--- config.mk ---
export PLATFORM = sky130hd
export DESIGN_NAME = hssq_sequencer
export DESIGN_NICKNAME = d
export VERILOG_FILES = /design/src/shared/hssq_pkg.sv /design/src/rtl/hssq_sequencer.sv
export SDC_FILE = /design/constraint.sdc
export NUM_CORES = 1
export LEC_CHECK = 0
export BUFFER_PORTS_ARGS = -buffer_cell sky130_fd_sc_hd__buf_4
export CELL_PAD_IN_SITES_DETAIL_PLACEMENT = 0
export CELL_PAD_IN_SITES_GLOBAL_PLACEMENT = 1
export CORE_ASPECT_RATIO = 0.8
export CORE_MARGIN = 1
export CORE_UTILIZATION = 25
export DETAILED_ROUTE_END_ITERATION = 6
export HOLD_SLACK_MARGIN = 0.06
export PLACE_DENSITY_LB_ADDON = 0.1
export SYNTH_ARGS = -nofsm -noshare
export SYNTH_HDL_FRONTEND = slang
export SYNTH_SLANG_ARGS = --single-unit
--- constraint.sdc ---
create_clock -name clk_sys -period 3.24 [get_ports clk_sys]
set_input_delay 0.81 -clock clk_sys [delete_from_list [all_inputs] [get_ports clk_sys]]
set_output_delay 0.81 -clock clk_sys [all_outputs]
set_load 0.01 [all_outputs]
--- src/shared/hssq_pkg.sv ---
package hssq_pkg;
	localparam int CLK_PERIOD_NS = 25;
	localparam int MS_NS = 1000000;
	localparam int US_NS = 1000;
	localparam int CYC_PER_MS = MS_NS / CLK_PERIOD_NS;
	localparam int HUBINIT_MS = 3;
	localparam int HUBCONFIG_MS = 400;
	localparam int CONTACT_DETECT_TIMEOUT_MS = 10;
	localparam int SOURCE_ENABLE_TIME_MS = 40;
	localparam int DETECT_END_DELAY_MS = 40;
	localparam int CHGDET_MS = CONTACT_DETECT_TIMEOUT_MS + 2 * SOURCE_ENABLE_TIME_MS
		+ DETECT_END_DELAY_MS;
	localparam int HUBCONNECT_TYP_US = 1;
	localparam int CONNECT_CYC = (HUBCONNECT_TYP_US * US_NS) / CLK_PERIOD_NS;
	localparam int REF_WIN_CYC = 16;
	localparam logic [7:0] ADDR_STAGE_GATE = 8'h00;
	localparam logic [7:0] ADDR_PORTABLE_CFG = 8'h04;
	localparam logic [7:0] ADDR_STATUS = 8'h08;
	localparam int GATE_CFG_HOLD = 0;
	localparam int GATE_HANDSHAKE = 1;
	localparam int PCFG_CHG_DET_EN = 0;
	localparam int PCFG_CONN_WAIT = 1;
	localparam int STAT_EARLY_DONE = 8;
	localparam int STAT_EARLY_RES = 9;
	localparam logic RST_CONN_WAIT = 1'b1;
	typedef enum logic [2:0] {
		STG_OFF, STG_INIT, STG_WAITREF, STG_CONFIG,
		STG_CHGDET, STG_CONNECT, STG_ATTACH, STG_COMM
	} hssq_stage_t;
endpackage : hssq_pkg

--- src/rtl/hssq_sequencer.sv ---
module hssq_sequencer #(
	parameter int CYC_PER_MS_P = hssq_pkg::CYC_PER_MS,
	parameter int INIT_MS = hssq_pkg::HUBINIT_MS,
	parameter int CFG_MS = hssq_pkg::HUBCONFIG_MS,
	parameter int DET_MS = hssq_pkg::CHGDET_MS,
	parameter int ADDR_W = 8
) (
	input wire logic clk_sys, // 40 MHz system clock
	input wire logic rst_b, // Async reset, active low
	input wire logic psel, // APB select
	input wire logic penable, // APB enable
	input wire logic pwrite, // APB direction
	input wire logic [ADDR_W-1:0] paddr, // APB byte address
	input wire logic [31:0] pwdata, // APB write data
	output logic [31:0] prdata, // APB read data
	output logic pready, // APB ready
	output logic pslverr, // APB error
	input wire logic hubRstPin_b, // Reset pin, low selects standby
	input wire logic bypassPin_b, // Bypass pin, low selects bypass
	input wire logic refClkPin, // Reference clock pin, sampled
	input wire logic pllLockPin, // PLL lock indication
	input wire logic dfltChgDetPin, // Built-in default for detection enable
	input wire logic dfltCfgHoldPin, // Built-in default for configuration hold
	input wire logic chgResultPin, // Charger found by detector
	output logic upstreamDplus, // D+ pull-up enable
	output logic eventOut, // Event pin output value
	output logic eventOe_b, // Event pin enable, low drives
	output logic ringOscEn, // Ring oscillator clocks early detection
	output logic chgDetRun, // Detector sequence running
	output hssq_pkg::hssq_stage_t stage // Current hub stage
);
	import hssq_pkg::*;

	if (CYC_PER_MS_P <= CONNECT_CYC || CYC_PER_MS_P > 65535) begin : g_chk_tick
		$error("CYC_PER_MS_P out of range");
	end
	if (INIT_MS < 1 || CFG_MS < 1 || DET_MS < 1 || CFG_MS > 1023 || DET_MS > 1023
		|| INIT_MS > 1023) begin : g_chk_ms
		$error("Stage times must be 1 to 1023 ms");
	end
	if (ADDR_W < 8) begin : g_chk_addr
		$error("ADDR_W too small");
	end

	localparam logic [15:0] TICK_LAST = 16'(CYC_PER_MS_P - 1);
	localparam logic [15:0] CONN_LAST = 16'(CONNECT_CYC - 1);
	localparam logic [9:0] INIT_LIM = 10'(INIT_MS);
	localparam logic [9:0] CFG_LIM = 10'(CFG_MS);
	localparam logic [9:0] DET_LIM = 10'(DET_MS);
	localparam logic [4:0] REF_WIN = 5'(REF_WIN_CYC);

	// Two-flop synchronisers for every pin
	logic [6:0] pinS1_r;
	logic [6:0] pinS2_r;
	wire logic [6:0] pinRaw = {chgResultPin, dfltCfgHoldPin, dfltChgDetPin,
		pllLockPin, refClkPin, bypassPin_b, hubRstPin_b};
	always_ff @(posedge clk_sys or negedge rst_b)
	begin
		if (!rst_b)
		begin
			pinS1_r <= 7'h00;
			pinS2_r <= 7'h00;
		end
		else
		begin
			pinS1_r <= pinRaw;
			pinS2_r <= pinS1_r;
		end
	end
	wire logic hubMode = pinS2_r[0] && pinS2_r[1];
	wire logic refSync = pinS2_r[2];
	wire logic pllSync = pinS2_r[3];
	wire logic dfltChgDet = pinS2_r[4];
	wire logic dfltCfgHold = pinS2_r[5];
	wire logic chgResult = pinS2_r[6];

	// Refclk activity: an edge seen within a short window counts as toggling
	logic refS3_r;
	logic [4:0] refIdle_r;
	logic refActive_r;
	wire logic refEdge = refSync ^ refS3_r;
	wire logic [4:0] refIdle_nxt = refEdge ? 5'h00 :
		(refIdle_r == REF_WIN) ? refIdle_r : refIdle_r + 5'h01;
	always_ff @(posedge clk_sys or negedge rst_b)
	begin
		if (!rst_b)
		begin
			refS3_r <= 1'b0;
			refIdle_r <= REF_WIN;
			refActive_r <= 1'b0;
		end
		else
		begin
			refS3_r <= refSync;
			refIdle_r <= refIdle_nxt;
			refActive_r <= refIdle_nxt != REF_WIN;
		end
	end

	// Stage register and millisecond timing
	hssq_stage_t stage_r;
	hssq_stage_t stage_nxt;
	logic [15:0] msCnt_r;
	logic [9:0] stgMs_r;
	logic cfgHold_r;
	logic heldSeen_r;
	logic chgDetEn_r;
	logic connWait_r;
	logic hsPulse_r;
	logic earlyRun_r;
	logic earlyDone_r;
	logic earlyRes_r;

	wire logic stageChange = stage_nxt != stage_r;
	wire logic msTick = msCnt_r == TICK_LAST;
	wire logic [9:0] stgLim = (stage_r == STG_INIT) ? INIT_LIM :
		(stage_r == STG_CONFIG) ? CFG_LIM : DET_LIM;
	wire logic limitHit = stgMs_r == stgLim;
	wire logic refReady = refActive_r && pllSync;

	always_comb
	begin
		stage_nxt = stage_r;
		case (stage_r)
			STG_OFF: stage_nxt = STG_INIT;
			STG_INIT: if (limitHit) stage_nxt = refReady ? STG_CONFIG : STG_WAITREF;
			STG_WAITREF: if (refReady) stage_nxt = STG_CONFIG;
			// Timeout counts from stage entry, so detection starts init plus config after entry
			STG_CONFIG: if (!cfgHold_r && (heldSeen_r || limitHit)) stage_nxt = STG_CHGDET;
			STG_CHGDET: if (!chgDetEn_r || limitHit) stage_nxt = STG_CONNECT;
			STG_CONNECT: if (!connWait_r || hsPulse_r) stage_nxt = STG_ATTACH;
			STG_ATTACH: if (msCnt_r == CONN_LAST) stage_nxt = STG_COMM;
			STG_COMM: stage_nxt = STG_COMM;
			default: stage_nxt = STG_OFF;
		endcase
		if (!hubMode)
			stage_nxt = STG_OFF;
	end

	always_ff @(posedge clk_sys or negedge rst_b)
	begin
		if (!rst_b)
		begin
			stage_r <= STG_OFF;
			msCnt_r <= 16'h0000;
			stgMs_r <= 10'h000;
		end
		else
		begin
			stage_r <= stage_nxt;
			msCnt_r <= (stageChange || msTick) ? 16'h0000 : msCnt_r + 16'h0001;
			stgMs_r <= stageChange ? 10'h000 : (msTick ? stgMs_r + 10'h001 : stgMs_r);
		end
	end
	assign stage = stage_r;

	// Early detection in wait-refclk, clocked by the ring oscillator
	wire logic earlyStart = stageChange && stage_nxt == STG_WAITREF && !refActive_r
		&& chgDetEn_r;
	wire logic earlyAbort = earlyRun_r && pllSync;
	wire logic earlyFinish = earlyRun_r && !pllSync && stgMs_r == DET_LIM;
	wire logic earlyRun_nxt = earlyStart || (earlyRun_r && !earlyAbort && !earlyFinish
		&& stage_nxt == STG_WAITREF);

	// APB slave: one wait state, answer registered
	logic [31:0] prdata_r;
	logic pready_r;
	logic pslverr_r;
	wire logic apbAcc = psel && penable && !pready_r;
	wire logic busOpen = stage_r == STG_CONFIG || stage_r == STG_CHGDET
		|| stage_r == STG_CONNECT || stage_r == STG_ATTACH;
	wire logic [7:0] addrLow = paddr[7:0];
	wire logic addrHigh = (ADDR_W > 8) ? (paddr >> 8) != '0 : 1'b0;
	wire logic selGate = !addrHigh && addrLow == ADDR_STAGE_GATE;
	wire logic selCfg = !addrHigh && addrLow == ADDR_PORTABLE_CFG;
	wire logic selStat = !addrHigh && addrLow == ADDR_STATUS;
	wire logic mapped = selGate || selCfg || selStat;
	// Write lands on the edge where the master sees pready; refused accesses never reach here
	wire logic wrDo = psel && penable && pready_r && pwrite && !pslverr_r;
	wire logic wrGate = wrDo && selGate;
	wire logic wrCfg = wrDo && selCfg;
	wire logic wrStat = wrDo && selStat;
	wire logic [31:0] rdGate = {30'h0, 1'b0, cfgHold_r};
	wire logic [31:0] rdCfg = {30'h0, connWait_r, chgDetEn_r};
	wire logic [31:0] rdStat = {22'h0, earlyRes_r, earlyDone_r, 1'b0, earlyRun_r,
		pllSync, refActive_r, 1'b0, 3'(stage_r)};
	wire logic [31:0] rdMux = selGate ? rdGate : selCfg ? rdCfg : selStat ? rdStat : 32'h0;

	always_ff @(posedge clk_sys or negedge rst_b)
	begin
		if (!rst_b)
		begin
			pready_r <= 1'b0;
			pslverr_r <= 1'b0;
			prdata_r <= 32'h0000_0000;
		end
		else
		begin
			pready_r <= apbAcc;
			pslverr_r <= apbAcc && (!busOpen || !mapped);
			prdata_r <= (apbAcc && !pwrite && busOpen) ? rdMux : 32'h0000_0000;
		end
	end
	assign prdata = prdata_r;
	assign pready = pready_r;
	assign pslverr = pslverr_r;

	// Control bits; defaults reload on every hub entry
	wire logic earlyDone_nxt = earlyFinish ||
		(earlyDone_r && !(wrStat && pwdata[STAT_EARLY_DONE]) && stage_r != STG_OFF);
	always_ff @(posedge clk_sys or negedge rst_b)
	begin
		if (!rst_b)
		begin
			cfgHold_r <= 1'b0;
			heldSeen_r <= 1'b0;
			chgDetEn_r <= 1'b0;
			connWait_r <= RST_CONN_WAIT;
			hsPulse_r <= 1'b0;
			earlyRun_r <= 1'b0;
			earlyDone_r <= 1'b0;
			earlyRes_r <= 1'b0;
		end
		else if (stage_r == STG_OFF)
		begin
			cfgHold_r <= dfltCfgHold;
			heldSeen_r <= 1'b0;
			chgDetEn_r <= dfltChgDet;
			connWait_r <= RST_CONN_WAIT;
			hsPulse_r <= 1'b0;
			earlyRun_r <= 1'b0;
			earlyDone_r <= 1'b0;
			earlyRes_r <= 1'b0;
		end
		else
		begin
			if (wrGate)
				cfgHold_r <= pwdata[GATE_CFG_HOLD];
			// Once held, the timeout is gone for good
			if (stage_r == STG_CONFIG && cfgHold_r)
				heldSeen_r <= 1'b1;
			if (wrCfg)
			begin
				chgDetEn_r <= pwdata[PCFG_CHG_DET_EN];
				connWait_r <= pwdata[PCFG_CONN_WAIT];
			end
			hsPulse_r <= wrGate && pwdata[GATE_HANDSHAKE] && stage_r == STG_CONNECT;
			earlyRun_r <= earlyRun_nxt;
			earlyDone_r <= earlyDone_nxt;
			if (earlyFinish)
				earlyRes_r <= chgResult;
		end
	end

	// Pin drivers
	logic upstreamDplus_r;
	logic eventOut_r;
	logic eventOe_b_r;
	logic ringOscEn_r;
	logic chgDetRun_r;
	always_ff @(posedge clk_sys or negedge rst_b)
	begin
		if (!rst_b)
		begin
			upstreamDplus_r <= 1'b0;
			eventOut_r <= 1'b0;
			eventOe_b_r <= 1'b1;
			ringOscEn_r <= 1'b0;
			chgDetRun_r <= 1'b0;
		end
		else
		begin
			upstreamDplus_r <= stage_nxt == STG_ATTACH || stage_nxt == STG_COMM;
			eventOut_r <= 1'b0;
			eventOe_b_r <= !earlyDone_nxt;
			ringOscEn_r <= earlyRun_nxt;
			chgDetRun_r <= earlyRun_nxt || (stage_nxt == STG_CHGDET && chgDetEn_r);
		end
	end
	assign upstreamDplus = upstreamDplus_r;
	assign eventOut = eventOut_r;
	assign eventOe_b = eventOe_b_r;
	assign ringOscEn = ringOscEn_r;
	assign chgDetRun = chgDetRun_r;

	a_waitref_gate: assert property (@(posedge clk_sys) disable iff (!rst_b)
		(stage_r == STG_WAITREF && !refReady) |=> stage_r != STG_CONFIG)
		else $error("left wait-refclk without refclk and lock");
	a_bus_silent: assert property (@(posedge clk_sys) disable iff (!rst_b)
		(apbAcc && stage_r == STG_WAITREF) |=> (pready_r && pslverr_r && prdata_r == 32'h0))
		else $error("serial access answered in wait-refclk");
	a_cfg_hold: assert property (@(posedge clk_sys) disable iff (!rst_b)
		(stage_r == STG_CONFIG && cfgHold_r && hubMode) |=> stage_r == STG_CONFIG)
		else $error("configuration left while held");
	a_cfg_early: assert property (@(posedge clk_sys) disable iff (!rst_b)
		(stage_r == STG_CONFIG && !heldSeen_r && stgMs_r != CFG_LIM) |=> stage_r != STG_CHGDET)
		else $error("configuration left before timeout");
	a_cfg_timeout: assert property (@(posedge clk_sys) disable iff (!rst_b)
		(stage_r == STG_CONFIG && !cfgHold_r && stgMs_r == CFG_LIM && hubMode)
		|=> stage_r == STG_CHGDET)
		else $error("configuration timeout missed");
	a_chgdet_skip: assert property (@(posedge clk_sys) disable iff (!rst_b)
		(stage_r == STG_CHGDET && !chgDetEn_r && hubMode) |=> stage_r == STG_CONNECT)
		else $error("disabled detection not skipped");
	a_conn_wait: assert property (@(posedge clk_sys) disable iff (!rst_b)
		(stage_r == STG_CONNECT && connWait_r && !hsPulse_r && hubMode) |=> stage_r == STG_CONNECT)
		else $error("connect left without handshake");
	a_dplus_time: assert property (@(posedge clk_sys) disable iff (!rst_b)
		(hsPulse_r && stage_r == STG_CONNECT && hubMode) |=> upstreamDplus_r
		##[40:41] (stage_r == STG_COMM || !hubMode))
		else $error("pull-up or communication late");
	a_comm_stays: assert property (@(posedge clk_sys) disable iff (!rst_b)
		(stage_r == STG_COMM && hubMode) |=> stage_r == STG_COMM)
		else $error("communication left in hub mode");
	a_early_abort: assert property (@(posedge clk_sys) disable iff (!rst_b)
		earlyAbort |=> (!earlyRun_r && $stable(earlyDone_r) && $stable(earlyRes_r)))
		else $error("aborted detection captured a result");
	a_hub_exit: assert property (@(posedge clk_sys) disable iff (!rst_b)
		!hubMode |=> (stage_r == STG_OFF && !upstreamDplus_r))
		else $error("hub stage kept outside hub mode");
endmodule : hssq_sequencer

==> metrics <==
outcome finished clean; critical path depth 8; Worst Max-Slew Pin Slew 0.9332 ns; Die Wd 134.1 µm; # hold bufs at CTS 0; max cap viols 0; worst clock skew 0.01017 ns; Pwr Density 513.3 mW/mm²; number of synthesized register bits 72; Slew HR 0.3778; crit-path max FO 13; EDFF count, synth 0; worst IR drop on VDD 0.2654 mV; WS Path Type flip-flop to flip-flop; area of the core 0.01360 mm²; layout cells sized above 1 0.1823; Synth Flop Type dfrtp_1; hpwl dp 5515 µm; share of the synthesized area in the top cell type 0.4946; DR vias 2,457; Yosys cell types 56; final instance area 0.004219 mm²; Starting Density 0.2567; RSZ-0062 raised after global routing false; Setup Viol. Count Final 0; Critical Path Start Type flip-flop; Layout area overhead 20.86%; cts repair resizes 0; RD Place Congestion 0.7566; Worst-Skew Late Latency 0.34 ns; Synth area leaders dfrtp_1 49%, nor2_1 5.6%, buf_4 5.4%; Critical Path Max Stage Delay 0.60 ns; synthesized area per cell 10.15 µm²; fin crit period 2.705 ns; IO buf count 39; max-slew violations 0; TritonCTS Sinks 72; flop-to-flop setup slack 0.53 ns; crit path DAT 2.97 ns; sequential share of the synthesized area 0.5172; antenna-violating nets left 0; First DRT Iteration DRCs 144; WP data required 3.50 ns; Via density 4.273; vias in the first global route 2,448; Layout Nets 447; first-pass GRT wire length 12,870 µm; Synth area leader dfrtp_1; leakage 1.877 nW; CTS Buffer Depth 2; clock-pin slew on the worst setup and hold paths 0.06 ns; fmax 0.3696 GHz; cells along the critical path or3b_4 -> mux2i_2 -> nand3_1 -> a21oi_1 -> nor3b_1 -> o31a_1 -> a2111oi_4 -> o21bai_1; Hold Fails Final Rpt 0; TritonCTS clock tree yes; antenna violations before repair 0; Mapped Area 0.003491 mm²; most frequent cell after synthesis dfrtp_1; GRT Total Usage 0.1172; Setup Fix Bufs, Post-CTS 0; I/O Pins 94; H-tree depth 3; die footprint 0.01444 mm²; Avg WL per Cell 13.63 µm; total wire length 7838 µm; # diodes 0; nature of the critical path endpoint flip-flop; total gr overflow 0; Die H 107.7 µm; Yosys warning total 0; worst hold stages 0; Tcrit/Tclk final 0.8350; Core Rows 38; Setup TNS 0 ns; CTS Buf Count 9; Cell Area, Placed 0.003904 mm²; r2r worst-path depth 8; drt pass-1 iters 4; ys async rst share 1.000; DR DRC count 0; synth cell count leaders 69 x dfrtp_1, 52 x nor2_1, 26 x nand2_1; largest net degree at the start of global routing 73; crit-path leading delay family compound AO/OA/AOI/OAI gates; Clock Root Buffer clkbuf_16; Critical-path top delay cell dfrtp_1; Worst Path Buf+Inv 0; Hold WC Path Type flip-flop to flip-flop; Cells after Synth 344
[final cells by class]
type,count,area [µm²]
Fill cell,1419,9379
Sequential cell,72,1805
Multi-Input combinational cell,256,1524
Timing Repair Buffer,42,315.3
Clock buffer,11,232.7
Tap cell,180,225.2
Clock inverter,5,82.58
Inverter,9,33.78
[cells by family (layout without fill, tap and decap cells)]
family / after synthesis / in the layout / synth area share
AND/OR/NAND/NOR: 162 / 162 / 0.2355
flip-flops: 72 / 72 / 0.5172
buffers and inverters: 40 / 67 / 0.07204
AO/OA/AOI/OAI: 33 / 33 / 0.07456
XOR/XNOR: 26 / 26 / 0.06523
adder cells (fa/ha/maj): 5 / 5 / 0.01792
multiplexers: 5 / 5 / 0.01649
other: 1 / 25 / 0.001074
[worst paths after layout]
path                                               end                 start
worst max-delay path               chgDetRun$_DFF_PN0_    stage[0]$_DFF_PN0_
worst min-delay path              pinS2_r[0]$_DFF_PN0_  pinS1_r[0]$_DFF_PN0_
worst max register to register     chgDetRun$_DFF_PN0_    stage[0]$_DFF_PN0_
worst min register to register    pinS2_r[0]$_DFF_PN0_  pinS1_r[0]$_DFF_PN0_
max in group asynchronous          prdata[2]$_DFF_PN0_                 rst_b
min in group asynchronous       stgMs_r[3]$_DFFE_PN0N_                 rst_b
[flip-flops by register name (all words and copies together) (netlist names), 3 cells and up]
register / cells
msCnt_r: 16
pinS1_r: 7
pinS2_r: 7
prdata: 8
refIdle_r: 5
stage: 3
stgMs_r: 10
[cell usage in the layout (no fill, tap or decap), types with 3 or more instances in the layout]
cell	n
dfstp_2	3
a31oi_1	4
nand3_1	19
nor4_1	4
nand4_1	11
clkbuf_16	9
and3_1	7
o21ai_0	8
nand2_1	26
nand2b_1	5
mux2i_1	3
xnor2_1	8
dfrtp_1	69
and2_1	6
a21oi_1	7
nand3b_1	5
nor2b_1	4
nor2_1	52
ha_1	5
xor2_1	18
nor3_1	6
conb_1	25
buf_4	42
inv_1	8
[layer usage]
layer	vias up	share of wire	global-route usage
met3	10	0.039	0.03154
li1	1223	-	-
met2	46	0.42	0.1665
met5	-	0	0
met1	1178	0.53	0.1672
met4	0	0.013	0.04575
[through the flow]
stage	total power, mW	setup WS [ns]	utilization	instances	hold slack (ns)
floorplan	1.075	0.7940	-	368	0.3312
finish	2.166	0.5346	0.3103	575	0.3478
detailed placement	1.127	0.5189	0.2871	559	0.3362
global route	2.259	0.2975	0.3103	575	0.3553
CTS	2.206	0.4917	0.3103	575	0.3495
global placement	1.125	0.4996	0.2871	559	0.3332
[power by group]
| group | switching (mW) | leakage [nW] | internal (mW) | total (mW) |
|---|---|---|---|---|
| Combinational | 0.0900 | 0.780 | 0.0546 | 0.145 |
| Clock | 0.383 | 0.154 | 0.676 | 1.06 |
| Sequential | 0.0308 | 0.943 | 0.931 | 0.962 |
Power figures use the tool's default switching activity.
